## config.mk

```make
export PLATFORM = sky130hd
export DESIGN_NAME = tocm_top
export DESIGN_NICKNAME = d
export VERILOG_FILES = /design/src/tocm_pkg.sv /design/src/tocm_preload.sv /design/src/tocm_refgen.sv /design/src/tocm_top.sv
export VERILOG_INCLUDE_DIRS = /design/src
export SDC_FILE = /design/constraint.sdc
export NUM_CORES = 1
export LEC_CHECK = 0
export ABC_CLOCK_PERIOD_IN_PS = 3450
export BUFFER_PORTS_ARGS = -buffer_cell sky130_fd_sc_hd__buf_4
export CORE_UTILIZATION = 58
export CTS_BUF_LIST = sky130_fd_sc_hd__clkbuf_4
export DETAILED_ROUTE_END_ITERATION = 12
export PLACE_DENSITY = 0.9
export SYNTH_ARGS = -nofsm -noshare
export SYNTH_HDL_FRONTEND = slang
export SYNTH_SLANG_ARGS = --single-unit
```

## constraint.sdc

```tcl
create_clock -name i_sys_clk -period 3.45 [get_ports i_sys_clk]
set_input_delay 0.345 -clock i_sys_clk [delete_from_list [all_inputs] [get_ports i_sys_clk]]
set_output_delay 0.345 -clock i_sys_clk [all_outputs]
set_load 0.01 [all_outputs]
```

## src/tocm_consts.svh

```systemverilog
/*
 * Register offsets, field positions, reset values and codes for the timer
 * output compare channel. Assumes byte addresses on a 32-bit Wishbone bus.
 */
`ifndef TOCM_CONSTS_SVH
`define TOCM_CONSTS_SVH

// ---------------------------------------------------------------
// register byte offsets
// ---------------------------------------------------------------
`define TOCM_ADR_W 8
`define TOCM_ADR_MODE 8'h18
`define TOCM_ADR_CCEN 8'h20
`define TOCM_ADR_CMPV 8'h34
`define TOCM_ADR_PROT 8'h40
`define TOCM_ADR_STAT 8'h44

// ---------------------------------------------------------------
// field positions
// ---------------------------------------------------------------
`define TOCM_DIR_LO 0
`define TOCM_DIR_HI 1
`define TOCM_FEN_BIT 2
`define TOCM_PEN_BIT 3
`define TOCM_MOD_LO 4
`define TOCM_MOD_HI 6
`define TOCM_CHEN_BIT 0
`define TOCM_PROT_LO 0
`define TOCM_PROT_HI 1
`define TOCM_STAT_REF_BIT 0
`define TOCM_STAT_MATCH_BIT 1

// ---------------------------------------------------------------
// codes and reset values
// ---------------------------------------------------------------
`define TOCM_DIR_OUT 2'h0
`define TOCM_PROT_LOCK 2'h3
`define TOCM_RST_DIR 2'h0
`define TOCM_RST_PROT 2'h0
`define TOCM_RST_CMP 16'h0000
`define TOCM_CMP_W 16

`endif

```

## src/tocm_pkg.sv

```systemverilog
/*
 * Types shared by the output compare channel modules.
 * Assumes nothing of its surroundings.
 */
package tocm_pkg;
  // ---------------------------------------------------------------
  // compare output modes
  // ---------------------------------------------------------------
  typedef enum logic [2:0] {
    TOCM_FREEZE = 3'h0,
    TOCM_SET = 3'h1,
    TOCM_CLR = 3'h2,
    TOCM_TOGGLE = 3'h3,
    TOCM_FORCE_LO = 3'h4,
    TOCM_FORCE_HI = 3'h5,
    TOCM_PWM1 = 3'h6,
    TOCM_PWM2 = 3'h7
  } tocm_mode_t;
endpackage

```

## src/tocm_preload.sv

```systemverilog
/*
 * Compare value buffer and active compare register.
 * Assumes write and update strobes are one-cycle pulses on i_sys_clk.
 */
`timescale 1ns/10ps
`include "tocm_consts.svh"
module tocm_preload #(
  parameter int CNT_W = 16
) (
  // clock, reset, enable
  input wire logic i_sys_clk,
  input wire logic i_rst,
  input wire logic i_ce,
  // software write
  input wire logic i_wr,
  input wire logic [CNT_W-1:0] i_wdata,
  input wire logic i_preload,
  // timer update event
  input wire logic i_update,
  // values
  output logic [CNT_W-1:0] o_buf,
  output logic [CNT_W-1:0] o_active
);
  // ---------------------------------------------------------------
  // buffer and active value
  // ---------------------------------------------------------------
  always_ff @(posedge i_sys_clk) begin
    if (i_rst) begin
      o_buf <= CNT_W'(`TOCM_RST_CMP);
    end else if (i_ce && i_wr) begin
      o_buf <= i_wdata;
    end
  end

  always_ff @(posedge i_sys_clk) begin
    if (i_rst) begin
      o_active <= CNT_W'(`TOCM_RST_CMP);
    end else if (i_ce) begin
      if (i_update && i_preload) begin
        o_active <= o_buf;
      end else if (i_wr && !i_preload) begin
        o_active <= i_wdata;
      end
    end
  end
endmodule

```

## src/tocm_refgen.sv

```systemverilog
/*
 * Reference level generator for one compare channel.
 * Assumes counter and compare values are synchronous to i_sys_clk.
 */
`timescale 1ns/10ps
module tocm_refgen import tocm_pkg::*; #(
  parameter int CNT_W = 16
) (
  // clock, reset, enable
  input wire logic i_sys_clk,
  input wire logic i_rst,
  input wire logic i_ce,
  // configuration
  input wire logic i_out_dir,
  input wire tocm_mode_t i_mode,
  input wire logic i_fast,
  // timer side
  input wire logic i_trigger,
  input wire logic [CNT_W-1:0] i_cnt,
  input wire logic [CNT_W-1:0] i_cmp,
  // results
  output logic o_ref,
  output logic o_match
);
  logic equal;
  logic below;
  logic above;
  logic prev_below;
  logic prev_above;
  logic first_pwm;
  logic next_ref;
  tocm_mode_t prev_mode;

  assign equal = (i_cnt == i_cmp);
  assign below = (i_cnt < i_cmp);
  assign above = (i_cnt > i_cmp);
  assign first_pwm = (prev_mode == TOCM_FREEZE);

  // ---------------------------------------------------------------
  // next level per mode
  // ---------------------------------------------------------------
  always_comb begin
    next_ref = o_ref;
    case (i_mode)
      TOCM_FREEZE: next_ref = o_ref;
      TOCM_SET: if (equal) next_ref = 1'b1;
      TOCM_CLR: if (equal) next_ref = 1'b0;
      TOCM_TOGGLE: if (equal) next_ref = ~o_ref;
      TOCM_FORCE_LO: next_ref = 1'b0;
      TOCM_FORCE_HI: next_ref = 1'b1;
      TOCM_PWM1: begin
        if (below != prev_below || first_pwm) next_ref = below;
        if (i_fast && i_trigger) next_ref = (i_cmp != '0);
      end
      TOCM_PWM2: begin
        if (above != prev_above || first_pwm) next_ref = above;
        if (i_fast && i_trigger) next_ref = 1'b0;
      end
      default: next_ref = o_ref;
    endcase
    if (!i_out_dir) next_ref = o_ref;
  end

  // ---------------------------------------------------------------
  // state
  // ---------------------------------------------------------------
  always_ff @(posedge i_sys_clk) begin
    if (i_rst) begin
      o_ref <= 1'b0;
      o_match <= 1'b0;
      prev_below <= 1'b0;
      prev_above <= 1'b0;
      prev_mode <= TOCM_FREEZE;
    end else if (i_ce) begin
      o_ref <= next_ref;
      o_match <= equal;
      prev_below <= below;
      prev_above <= above;
      prev_mode <= i_mode;
    end
  end
endmodule

```

## src/tocm_top.sv

```systemverilog
/*
 * Output compare channel: Wishbone classic register slave, mode control,
 * compare preload and reference level generation.
 * Assumes counter, update and trigger inputs come from the timer core on
 * i_sys_clk, update and trigger being one-cycle pulses.
 */
`timescale 1ns/10ps
`include "tocm_consts.svh"

// Notes on behaviour
// - fast enable lets a trigger set the PWM level one cycle later.
// - preload off: a written compare value is used at once.
// - preload on: written value waits in a buffer until an update event.
// - lock level 3 on an output channel blocks preload and mode writes.
// - mode 000 freeze: matches leave the reference level alone.
// - mode 001 drives the reference high on a match.
// - mode 010 drives the reference low on a match.
// - mode 011 inverts the reference on each match.
// - mode 100 forces the reference low, mode 101 forces it high.
// - mode 110: high while counter below compare, else low.
// - mode 111: high while counter above compare, else low.
// - PWM updates on outcome change and on switch from freeze.
// - mode and fast enable fields act only while direction select is 00.
// - direction select is writable only while the channel is disabled.
module tocm_top import tocm_pkg::*; #(
  parameter int CNT_W = 16
) (
  // clock, reset, enable
  input wire logic i_sys_clk,
  input wire logic i_rst,
  input wire logic i_ce,
  // wishbone slave
  input wire logic i_wb_cyc,
  input wire logic i_wb_stb,
  input wire logic i_wb_we,
  input wire logic [`TOCM_ADR_W-1:0] i_wb_adr,
  input wire logic [3:0] i_wb_sel,
  input wire logic [31:0] i_wb_dat,
  output logic [31:0] o_wb_dat,
  output logic o_wb_ack,
  // timer core
  input wire logic [CNT_W-1:0] i_cnt,
  input wire logic i_update,
  input wire logic i_trigger,
  // channel outputs
  output logic o_compare_reference_level,
  output logic o_channel_enable
);
  // ---------------------------------------------------------------
  // parameter check
  // ---------------------------------------------------------------
  if (CNT_W < 1 || CNT_W > `TOCM_CMP_W) begin : g_bad_width
    $error("CNT_W must lie between 1 and 16");
  end

  logic [1:0] channel_direction_select;
  logic compare_fast_enable;
  logic compare_preload_enable;
  tocm_mode_t compare_output_mode;
  logic [1:0] protection_level;
  logic [CNT_W-1:0] cmp_buf;
  logic [CNT_W-1:0] cmp_active;
  logic match_flag;
  logic take;
  logic wr;
  logic mode_wr;
  logic ccen_wr;
  logic cmp_wr;
  logic prot_wr;
  logic out_dir;
  logic mode_lock;
  logic [CNT_W-1:0] cmp_wdata;
  logic [31:0] next_rdata;

  // ---------------------------------------------------------------
  // bus decode
  // ---------------------------------------------------------------
  assign take = i_wb_cyc && i_wb_stb && !o_wb_ack;
  assign wr = take && i_wb_we;
  assign mode_wr = wr && (i_wb_adr == `TOCM_ADR_MODE) && i_wb_sel[0];
  assign ccen_wr = wr && (i_wb_adr == `TOCM_ADR_CCEN) && i_wb_sel[0];
  assign prot_wr = wr && (i_wb_adr == `TOCM_ADR_PROT) && i_wb_sel[0];
  assign cmp_wr = wr && (i_wb_adr == `TOCM_ADR_CMPV) && (i_wb_sel[1:0] != 2'h0);
  assign out_dir = (channel_direction_select == `TOCM_DIR_OUT);
  assign mode_lock = (protection_level == `TOCM_PROT_LOCK) && out_dir;

  // byte lanes merge into the buffered compare value
  always_comb begin
    logic [15:0] merged;
    merged = 16'h0000;
    merged[CNT_W-1:0] = cmp_buf;
    if (i_wb_sel[0]) merged[7:0] = i_wb_dat[7:0];
    if (i_wb_sel[1]) merged[15:8] = i_wb_dat[15:8];
    cmp_wdata = merged[CNT_W-1:0];
  end

  always_ff @(posedge i_sys_clk) begin
    if (i_rst) begin
      o_wb_ack <= 1'b0;
    end else if (i_ce) begin
      o_wb_ack <= take;
    end
  end

  // ---------------------------------------------------------------
  // read data
  // ---------------------------------------------------------------
  always_comb begin
    next_rdata = 32'h0000_0000;
    case (i_wb_adr)
      `TOCM_ADR_MODE: begin
        next_rdata[`TOCM_DIR_HI:`TOCM_DIR_LO] = channel_direction_select;
        next_rdata[`TOCM_FEN_BIT] = compare_fast_enable;
        next_rdata[`TOCM_PEN_BIT] = compare_preload_enable;
        next_rdata[`TOCM_MOD_HI:`TOCM_MOD_LO] = compare_output_mode;
      end
      `TOCM_ADR_CCEN: next_rdata[`TOCM_CHEN_BIT] = o_channel_enable;
      `TOCM_ADR_CMPV: next_rdata[CNT_W-1:0] = cmp_buf;
      `TOCM_ADR_PROT: next_rdata[`TOCM_PROT_HI:`TOCM_PROT_LO] = protection_level;
      `TOCM_ADR_STAT: begin
        next_rdata[`TOCM_STAT_REF_BIT] = o_compare_reference_level;
        next_rdata[`TOCM_STAT_MATCH_BIT] = match_flag;
      end
      default: next_rdata = 32'h0000_0000;
    endcase
  end

  always_ff @(posedge i_sys_clk) begin
    if (i_rst) begin
      o_wb_dat <= 32'h0000_0000;
    end else if (i_ce && take) begin
      o_wb_dat <= i_wb_we ? 32'h0000_0000 : next_rdata;
    end
  end

  // ---------------------------------------------------------------
  // channel mode control
  // ---------------------------------------------------------------
  always_ff @(posedge i_sys_clk) begin
    if (i_rst) begin
      channel_direction_select <= `TOCM_RST_DIR;
    end else if (i_ce && mode_wr && !o_channel_enable) begin
      channel_direction_select <= i_wb_dat[`TOCM_DIR_HI:`TOCM_DIR_LO];
    end
  end

  always_ff @(posedge i_sys_clk) begin
    if (i_rst) begin
      compare_fast_enable <= 1'b0;
    end else if (i_ce && mode_wr) begin
      compare_fast_enable <= i_wb_dat[`TOCM_FEN_BIT];
    end
  end

  always_ff @(posedge i_sys_clk) begin
    if (i_rst) begin
      compare_preload_enable <= 1'b0;
      compare_output_mode <= TOCM_FREEZE;
    end else if (i_ce && mode_wr && !mode_lock) begin
      compare_preload_enable <= i_wb_dat[`TOCM_PEN_BIT];
      compare_output_mode <= tocm_mode_t'(i_wb_dat[`TOCM_MOD_HI:`TOCM_MOD_LO]);
    end
  end

  // ---------------------------------------------------------------
  // channel enable and protection level
  // ---------------------------------------------------------------
  always_ff @(posedge i_sys_clk) begin
    if (i_rst) begin
      o_channel_enable <= 1'b0;
    end else if (i_ce && ccen_wr) begin
      o_channel_enable <= i_wb_dat[`TOCM_CHEN_BIT];
    end
  end

  always_ff @(posedge i_sys_clk) begin
    if (i_rst) begin
      protection_level <= `TOCM_RST_PROT;
    end else if (i_ce && prot_wr) begin
      protection_level <= i_wb_dat[`TOCM_PROT_HI:`TOCM_PROT_LO];
    end
  end

  // ---------------------------------------------------------------
  // compare value and reference level
  // ---------------------------------------------------------------
  tocm_preload #(
    .CNT_W(CNT_W)
  ) u_preload (
    .i_sys_clk(i_sys_clk),
    .i_rst(i_rst),
    .i_ce(i_ce),
    .i_wr(cmp_wr),
    .i_wdata(cmp_wdata),
    .i_preload(compare_preload_enable),
    .i_update(i_update),
    .o_buf(cmp_buf),
    .o_active(cmp_active)
  );

  tocm_refgen #(
    .CNT_W(CNT_W)
  ) u_refgen (
    .i_sys_clk(i_sys_clk),
    .i_rst(i_rst),
    .i_ce(i_ce),
    .i_out_dir(out_dir),
    .i_mode(compare_output_mode),
    .i_fast(compare_fast_enable),
    .i_trigger(i_trigger),
    .i_cnt(i_cnt),
    .i_cmp(cmp_active),
    .o_ref(o_compare_reference_level),
    .o_match(match_flag)
  );

  logic ref_q;
  logic cmp_below;
  assign ref_q = o_compare_reference_level;
  assign cmp_below = (i_cnt < cmp_active);
endmodule

```

==> flow_summary.ini, run 1 <==
[synthesis]
synth_top_area_cell = dfxtp_1
yosys-top-cells-count = nor2_1, dfxtp_1, mux2i_1, inv_1, buf_4
synthDistinctLibCells = 46
ys_top_cells_by_area = dfxtp_1, mux2i_1, nor2_1
synth-main-ff-cell = dfxtp_1
ys_warn_count = 0
synth_cells = 379
synth_edf_count = 0
netlist_area_um2 = 3470
synth_most_common_cell = nor2_1
async_flop_share = 0
ys_ff_latch = 66
yosys.area.top_type_share = 0.3808
syn_area_per_cell_um2 = 9.155
ys_seq_area_frac = 0.3808

[worst_hold_path]
holdPathEnd = u_preload.o_buf[11]
hold_depth = 3
hold_path.class = in2reg
hp-start = i_wb_dat[11]

[timing]
final.setup.tns_ps = 0
fmax_ghz = 0.3851
finClkSkew_ps = 11.20
period_share = 0.7527
worst_pin_slew_ps = 750.6
slew_viol_final = 0
finalSetupViolCount = 0
fin_crit_ps = 2597
hold_viol = 0
rsz0062_at_grt = no
slew_headroom = 0.4996

[placement]
dp_cells = 504
place.gp.congestion = 0.8606
place_area_um2 = 3951
io_buffer_count = 68
dp_hpwl_mm = 6.174

[finish]
final_util = 0.7228
fin_cells = 519
drive_above_1_share = 0.2483
final_area_um2 = 4078
fillCellCount = 453
nets = 527
seqCellArea_um2 = 1321
multiInputGateArea_um2 = 1917
diodes = 0
syn_to_final_growth_pct = 17.53

[floorplanning]
boundaryPins = 103
fp.dieH_um = 79.35
die_w_um = 79.35
fp.coreArea_um2 = 5642
start_util = 0.6150
num_rows = 27
dieArea_um2 = 6296

[critical_path]
r2r_start = u_preload.o_active[11]
r2r_slack_ps = 850
crit_chain = inv_1, ha_1, nand4_1, a2111o_1, and3_1, o21a_1, o31ai_1, mux2_2
crit_type = reg2reg
cpMaxStageDelayCell = a2111o_1
required_ps = 3750
worst_r2r_path_depth = 8
cp-end-kind = register
critPathArrivalTime_ps = 2900
worst_setup_path_start_kind = register
max_stage_delay_ps = 450
r2r_end = u_refgen.o_ref
cp_max_fo = 6

[run]
drv_cap = 0

[global_route]
busiest_layer = met2
grt_first_pass_wirelength_mm = 13.09
met2_usage = 0.4836
grt-ovfl-total = 0
grt_pass1_vias = 2933
met1_usage = 0.3021
grt_max_degree = 68
antenna_found_initial = 0
use_met3 = 0.07816
grt_usage = 0.2706

[drt]
wl_per_cell_um = 15.79
drt_wl_total_mm = 8.195
detail-route-antenna-nets = 0
vias = 3018
post_drt_via_cell_ratio = 5.815
dr.pass1.iters = 6
drc = 0
drtIter0Drc = 290

[cts]
postCtsHoldBufs = 0
cts_buffers = 9
clockRootBuffer = clkbuf_4
clk_latency_ps = 410
path_clk_slew_ps = 110
cts_tree = yes
post_cts_buffers = 0
clock_path_buffers = 2
h-tree-depth = 3
cts_resized = 0
clock_sinks = 66

[pwr]
leakagePower_nw = 1.754
peakVddDrop_mv = 0.2801
cellPowerDensity_nw_per_um2 = 340.4

[status]
outcome = finished clean
[routing by layer]
layer  up-vias  share of wire
li1       1458              -
met3        30          0.069
met2       144           0.50
met1      1386           0.41
met5         -              0
met4         0          0.028
[registers in the layout (all words and copies together) (netlist names), 2 cells and up]
register	cells
o_wb_dat	16
u_preload.o_active	16
u_preload.o_buf	16
compare_output_mode	3
u_refgen.prev_mode	3
channel_direction_select	2
protection_level	2
[stage by stage]
stage	setup WS, ps	hold WS (ps)	total power, mW
floorplan	1092	454.4	0.8656
global placement	976.0	474.4	0.9154
detailed placement	852.5	492.4	0.9207
CTS	872.3	149.9	1.395
global route	700.3	137.9	1.445
finish	853.2	173.0	1.388
[logic make-up after synthesis]
kind of cell,synth area share
flops,0.3808
compound gates,0.1608
buf+inv,0.08294
other cells,0.001081
mux,0.1396
simple gates,0.1771
fa+ha+maj,0.05770
[cells in the final DEF (no fill, tap or decap), types with 2 or more instances in the layout]
cell type,netlist,routed
o21ai_0,6,6
a211oi_1,2,2
mux2i_1,45,45
or3_1,2,2
nor3_1,10,10
a31oi_1,3,3
and3_1,3,3
ha_1,16,16
a211oi_2,14,14
dfxtp_1,66,66
clkinv_2,0,2
clkbuf_4,0,9
nor2b_1,2,2
a22oi_1,10,10
conb_1,1,16
nor2_1,70,70
nand3_1,3,3
buf_4,17,73
mux2_2,3,3
clkinvlp_4,0,2
a222oi_1,7,7
nor4_1,6,6
a21oi_1,14,14
inv_1,20,20
o211ai_1,2,2
nand4_1,6,6
o21a_1,2,2
a21boi_0,2,2
nand2_1,13,13
[where the power goes]
part | switching, mW | total, mW | leakage, nW | internal, mW
registers | 0.00169 | 0.765 | 0.532 | 0.763
logic | 0.0773 | 0.141 | 1.16 | 0.0635
clock network | 0.270 | 0.482 | 0.0652 | 0.212
total | 0.349 | 1.39 | 1.75 | 1.04
[worst max-delay path by stage]
stage                            from        endpoint  slack (ps)  cells past startpoint
6_report       u_preload.o_active[11]  u_refgen.o_ref         850                      8
3_5_place_dp                i_cnt[11]  u_refgen.o_ref         850                      8
2_1_floorplan   u_preload.o_active[1]  u_refgen.o_ref        1090                     10
3_3_place_gp                i_cnt[11]  u_refgen.o_ref         980                      8
5_1_grt        u_preload.o_active[14]  u_refgen.o_ref         700                     10
4_1_cts        u_preload.o_active[11]  u_refgen.o_ref         870                      8
[worst max-delay path: cells and delay by family, from the launching register on]
kind,cells,cell delay (ps)
AO/OA/AOI/OAI,3,900
multiplexers,1,370
buffers and inverters,1,60
flip-flops,1,380
AND/OR/NAND/NOR,2,480
adder cells (fa/ha/maj),1,300
[area by class of cell]
cell class / count / share of cell area
tap: 72 / 0.02209
inverter: 20 / 0.01841
timing repair buffer: 73 / 0.1344
clock inverter: 6 / 0.01442
clock buffer: 9 / 0.01657
multi-input combinational: 273 / 0.4701
sequential: 66 / 0.3240
Power figures use the tool's default switching activity.
==> inputs of run 2 (changes only) <==
--- a/config.mk
+++ b/config.mk
@@ -6,12 +6,13 @@
 export SDC_FILE = /design/constraint.sdc
 export NUM_CORES = 1
 export LEC_CHECK = 0
-export ABC_CLOCK_PERIOD_IN_PS = 3450
+export ABC_AREA = 1
+export ABC_CLOCK_PERIOD_IN_PS = 2680
 export BUFFER_PORTS_ARGS = -buffer_cell sky130_fd_sc_hd__buf_4
-export CORE_UTILIZATION = 58
+export CORE_UTILIZATION = 54
 export CTS_BUF_LIST = sky130_fd_sc_hd__clkbuf_4
 export DETAILED_ROUTE_END_ITERATION = 12
-export PLACE_DENSITY = 0.9
+export PLACE_DENSITY = 0.85
 export SYNTH_ARGS = -nofsm -noshare
 export SYNTH_HDL_FRONTEND = slang
 export SYNTH_SLANG_ARGS = --single-unit
==> constraint.sdc (replaced) <==
create_clock -name i_sys_clk -period 2.68 [get_ports i_sys_clk]
set_input_delay 0.268 -clock i_sys_clk [delete_from_list [all_inputs] [get_ports i_sys_clk]]
set_output_delay 0.268 -clock i_sys_clk [all_outputs]
set_load 0.01 [all_outputs]
==> run 2 against run 1 <==
  * Routed wire length increased by 3.8%
  * Largest cell class unchanged
  * Worst setup slack got worse by 190 ps
  * Largest power group unchanged
  * Maximum frequency increased by 29%
  * Sequential cell count unchanged
  * Non-clock buffer count decreased by 1
  * Sequential power increased by 29%
  * Clock skew increased by 4.7 ps
  * Power increased by 30%
  * Sequential share of layout area decreased by 0.96 points
  * Clock-buffer cell count increased by 1
  * Area after synthesis increased by 3.8%
==> flow_summary.ini, run 2 <==
[status]
outcome = finished clean

[finish]
syn_to_final_growth_pct = 16.68
layout_common_cells = nand2_1, buf_4, dfxtp_1, inv_1, a21oi_1
diodes = 0
largestRegisters = o_wb_dat x16, u_preload.o_active x16, u_preload.o_buf x16
fillCellCount = 566
layout_commonest_cell = nand2_1
nets = 643
drive_above_1_share = 0.1794

[worst_hold_path]
hold_path.class = in2reg
hp-start = i_wb_dat[1]
hold_depth = 3

[global_route]
grt-ovfl-total = 0
antenna_found_initial = 0
grt_pass1_vias = 3148
grt_max_degree = 33
grt_first_pass_wirelength_mm = 13.85
grt_usage = 0.2454

[critical_path]
critPathArrivalTime_ps = 2340
crit_type = reg2reg
worst_r2r_path_depth = 15
required_ps = 3000
worst_setup_path_start_kind = register
crit_top_cell = nand2_1
crit_path_start = u_preload.o_active[13]
cp-end-kind = register
cpMaxStageDelayCell = dfxtp_1
max_stage_delay_ps = 410
crit_chain = inv_1, ha_1, nand2_1, nor2_1, nand2_1, inv_1, nand3_1, nand2_1, nand2_1, nand3_1, nand2_1, nand2_1, nand3_1, nand2_1, nor2_1
cp_max_fo = 4
r2r_start = u_preload.o_active[13]

[cts]
clock_sinks = 66
cts_buffers = 9
cts_tree = yes
clockRootBuffer = clkbuf_4
cts_resized = 0
post_cts_buffers = 0
clk_latency_ps = 410
clock_path_buffers = 2
path_clk_slew_ps = 110
postCtsHoldBufs = 0
h-tree-depth = 3

[floorplanning]
boundaryPins = 103
start_util = 0.5639
fp.dieH_um = 83.66
dieArea_um2 = 6999
die_w_um = 83.66
fp.coreArea_um2 = 6386
num_rows = 29

[synthesis]
ys_warn_count = 0
synth_edf_count = 0
yosys.area.top_type_share = 0.3669
synthDistinctLibCells = 35
synth_cells = 496
async_flop_share = 0
synth_most_common_cell = nand2_1
synth-main-ff-cell = dfxtp_1
yosys-top-cells-count = nand2_1, dfxtp_1, inv_1, a21oi_1, o21ai_0
ys_top_cells_by_area = dfxtp_1, nand2_1, a21oi_1
synth_top_area_cell = dfxtp_1
netlist_area_um2 = 3601
syn_area_per_cell_um2 = 7.260
ys_seq_area_frac = 0.3669
ys_ff_latch = 66

[pwr]
peakVddDrop_mv = 0.3020
leakagePower_nw = 1.779
cellPowerDensity_nw_per_um2 = 430.2
power_mw = 1.808

[timing]
fmax_ghz = 0.4959
final.setup.tns_ps = 0
slew_viol_final = 0
finClkSkew_ps = 15.87
rsz0062_at_grt = no
slew_headroom = 0.5782
hold_viol = 0
worst_pin_slew_ps = 632.0
finalSetupViolCount = 0
period_share = 0.7524
fin_crit_ps = 2016

[drt]
vias = 3489
drtIter0Drc = 199
drt_wl_total_mm = 8.510
wl_per_cell_um = 13.30
dr.pass1.iters = 4
drc = 0
post_drt_via_cell_ratio = 5.452
detail-route-antenna-nets = 0

[placement]
io_buffer_count = 68
place.gp.congestion = 0.8532
dp_hpwl_mm = 6.396

[run]
drv_cap = 0
==> run 2: cell type report <==
| type | instances | area, um2 | area share |
|---|---|---|---|
| multi-input combinational | 349 | 1893 | 0.4506 |
| inverter | 61 | 229.0 | 0.05450 |
| tap | 77 | 96.34 | 0.02293 |
| clock inverter | 5 | 46.29 | 0.01102 |
| sequential | 66 | 1321 | 0.3145 |
| clock buffer | 10 | 75.07 | 0.01787 |
| timing repair buffer | 72 | 540.5 | 0.1286 |
==> run 2: layer usage <==
layer,wire length (um),GRT usage,vias to the layer above
li1,-,-,1763
met1,3791,0.3147,1588
met2,4021,0.4028,120
met3,520,0.04649,18
met4,177,0.1048,0
met5,0,0,-
==> run 2: final timing paths <==
path,end,slack [ps]
setup / recovery,u_refgen.o_ref,660
hold reg to reg,o_wb_dat[13],470
setup reg to reg,u_refgen.o_ref,660
hold / removal,protection_level[1],140
==> run 2: critical path, delay by kind of cell, from the launching register on <==
| kind | cells | cell delay (ps) |
|---|---|---|
| flip-flops | 1 | 410 |
| AND/OR/NAND/NOR | 12 | 1090 |
| buffers and inverters | 2 | 140 |
| adder cells (fa/ha/maj) | 1 | 290 |
==> run 2: metrics by stage <==
stage / worst slack, ps / util / hold WS (ps) / instances / instance area, um2
3_3_place_gp: 666.4 / 0.6389 / 455.7 / 625 / 4080
3_5_place_dp: 605.8 / 0.6389 / 459.0 / 625 / 4080
6_report: 663.7 / 0.6579 / 144.0 / 640 / 4202
4_1_cts: 684.2 / 0.6579 / 124.9 / 640 / 4202
2_1_floorplan: 940.6 / - / 346.0 / 511 / 3657
5_1_grt: 450.2 / 0.6579 / 141.7 / 640 / 4202
==> run 2: power by group <==
group / switching (mW) / internal, mW / leakage (nW)
combinational: 0.113 / 0.0879 / 1.18
clock: 0.338 / 0.280 / 0.0688
sequential: 0.00327 / 0.985 / 0.532
total: 0.454 / 1.35 / 1.78
==> run 2: kinds of logic after synthesis <==
family,after synthesis,synth area share
simple gates,174,0.2158
flops,66,0.3669
compound gates,133,0.2099
fa+ha+maj,16,0.05559
buf+inv,96,0.1230
mux,10,0.02780
other cells,1,0.001041
==> inputs of run 3 (changes only) <==
--- a/config.mk
+++ b/config.mk
@@ -6,8 +6,8 @@
 export SDC_FILE = /design/constraint.sdc
 export NUM_CORES = 1
 export LEC_CHECK = 0
-export ABC_AREA = 1
-export ABC_CLOCK_PERIOD_IN_PS = 2680
+export ABC_AREA = 0
+export ABC_CLOCK_PERIOD_IN_PS = 2060
 export BUFFER_PORTS_ARGS = -buffer_cell sky130_fd_sc_hd__buf_4
 export CORE_UTILIZATION = 54
 export CTS_BUF_LIST = sky130_fd_sc_hd__clkbuf_4
==> constraint.sdc (replaced) <==
create_clock -name i_sys_clk -period 2.06 [get_ports i_sys_clk]
set_input_delay 0.206 -clock i_sys_clk [delete_from_list [all_inputs] [get_ports i_sys_clk]]
set_output_delay 0.206 -clock i_sys_clk [all_outputs]
set_load 0.01 [all_outputs]
==> run 3 against run 2 <==
  * The run now ends with setup timing left
  * Cell count shrank 11%
  * First-iteration DRC count grew 8.5%
  * Non-clock buffer count rose by 45
  * Worst hold slack got worse by 120 ps
  * Global-route usage increased by 3.7 points
  * Critical path depth is 5 lower
  * Sequential cell count is the same
  * Register-to-register slack got worse by 1100 ps
  * Maximum frequency shrank 19%
  * Sequential power increased by 29%
  * Critical endpoint unchanged
  * Combinational power rose by 38%
  * Highest routed layer unchanged
==> flow_summary.ini, run 3 (synthesis results as in run 1) <==
[cts]
clk_latency_ps = 410
clock_path_buffers = 2
h-tree-depth = 3
postCtsHoldBufs = 0
cts_tree = yes
clock_sinks = 66
path_clk_slew_ps = 120
clockRootBuffer = clkbuf_4
cts_buffers = 9

[finish]
largestRegisters = o_wb_dat x16, u_preload.o_active x16, u_preload.o_buf x16
layout_commonest_cell = buf_4
layout_common_cells = buf_4, nor2_1, dfxtp_1, mux2i_1, conb_1
drive_above_1_share = 0.3821
final_area_um2 = 4626
syn_to_final_growth_pct = 33.32
nets = 571
diodes = 0
fin_cells = 567
final_util = 0.7632

[placement]
dp_hpwl_mm = 6.699
dp_cells = 545
place_ws_ps = -398.7
place.gp.congestion = 0.9326
io_buffer_count = 68
place_area_um2 = 4253

[floorplanning]
fp.dieH_um = 82.16
dieArea_um2 = 6749
boundaryPins = 103
fp.coreArea_um2 = 6061
start_util = 0.5725
die_w_um = 82.16
num_rows = 28

[timing]
finalSetupViolCount = 1
fin_ws_ps = -438.0
period_share = 1.213
fin_crit_ps = 2498
fmax_ghz = 0.4003
slew_viol_final = 0
whs_ps = 27.74
hold_viol = 0
finClkSkew_ps = 9.411
final.setup.tns_ps = -438.0
rsz0062_at_grt = yes

[critical_path]
max_stage_delay_ps = 350
critPathArrivalTime_ps = 2800
worst_setup_path_start_kind = register
crit_chain = inv_1, ha_1, nand4_1, nor4_4, buf_4, o21a_1, o211ai_1, nor3_2, o31ai_2, mux2_4
cpMaxStageDelayCell = dfxtp_1
cp_max_fo = 4
cp-end-kind = register
crit_type = reg2reg
required_ps = 2370

[drt]
dr.pass1.iters = 5
detail-route-antenna-nets = 0
post_drt_via_cell_ratio = 5.755
wl_per_cell_um = 16.78
drt_wl_total_mm = 9.512
drc = 0
vias = 3263
drtIter0Drc = 216

[pwr]
cellPowerDensity_nw_per_um2 = 547.5
power_mw = 2.532
leakagePower_nw = 2.038
peakVddDrop_mv = 0.6213

[global_route]
busiest_layer = met2
grt_usage = 0.2828
met2_usage = 0.5256
met1_usage = 0.2964
antenna_found_initial = 0
grt_max_degree = 37
grt_pass1_vias = 3184
use_met3 = 0.09231
grt_first_pass_wirelength_mm = 14.09
grt-ovfl-total = 0

[run]
drv_cap = 0

[status]
failed_checks = setup timing
outcome = finished with violations

[worst_hold_path]
hold_path.class = in2reg
[run 3: cell count changes in the layout (fill, tap and decap cells not counted), sizes merged, moves of 7 or more]
cell / delta
a22oi: +10
nand2: -84
mux2i: +35
a21oi: -41
nor2: +30
o21ai: -44
nand3: -11
a222oi: +7
buf: +45
inv: -41
[run 3: final timing paths]
check                        start            endpoint  slack (ps)  cells after the start
max reg2reg  u_preload.o_active[3]      u_refgen.o_ref        -440                     10
max          u_preload.o_active[3]      u_refgen.o_ref        -440                     10
min                    i_wb_dat[9]  u_preload.o_buf[9]          30                      3
min reg2reg            o_wb_dat[0]         o_wb_dat[0]         510                      2
[run 3: where the power goes]
part	internal (mW)	switching (mW)
Clock	0.490	0.485
Combinational	0.132	0.145
Sequential	1.28	0.00271
Total	1.90	0.633
[run 3: repair_timing]
action                     in CTS  in global routing
buffers inserted                2                  4
setup endpoints to repair       1                  2
pin swaps                       8                 13
gates resized for setup        14                 21
[run 3: critical path: cells and delay by family, from the launching register on]
family,cells,cell delay [ps]
AND/OR/NAND/NOR,3,780
AO/OA/AOI/OAI,3,380
flip-flops,1,350
adder cells (fa/ha/maj),1,340
multiplexers,1,300
buffers and inverters,2,230
[run 3: area by class of cell]
class / instances / area (um2)
Clock buffer: 9 / 67.56
Multi-Input combinational cell: 273 / 2071
Inverter: 20 / 75.07
Fill cell: 416 / 1435
Clock inverter: 7 / 93.84
Sequential cell: 66 / 1334
Timing Repair Buffer: 117 / 890.9
Tap cell: 75 / 93.84
[run 3: routing by layer]
metal / vias to the layer above / part of all wire
li1: 1543 / -
met5: - / 0
met1: 1572 / 0.38
met4: 0 / 0.027
met2: 119 / 0.53
met3: 29 / 0.064
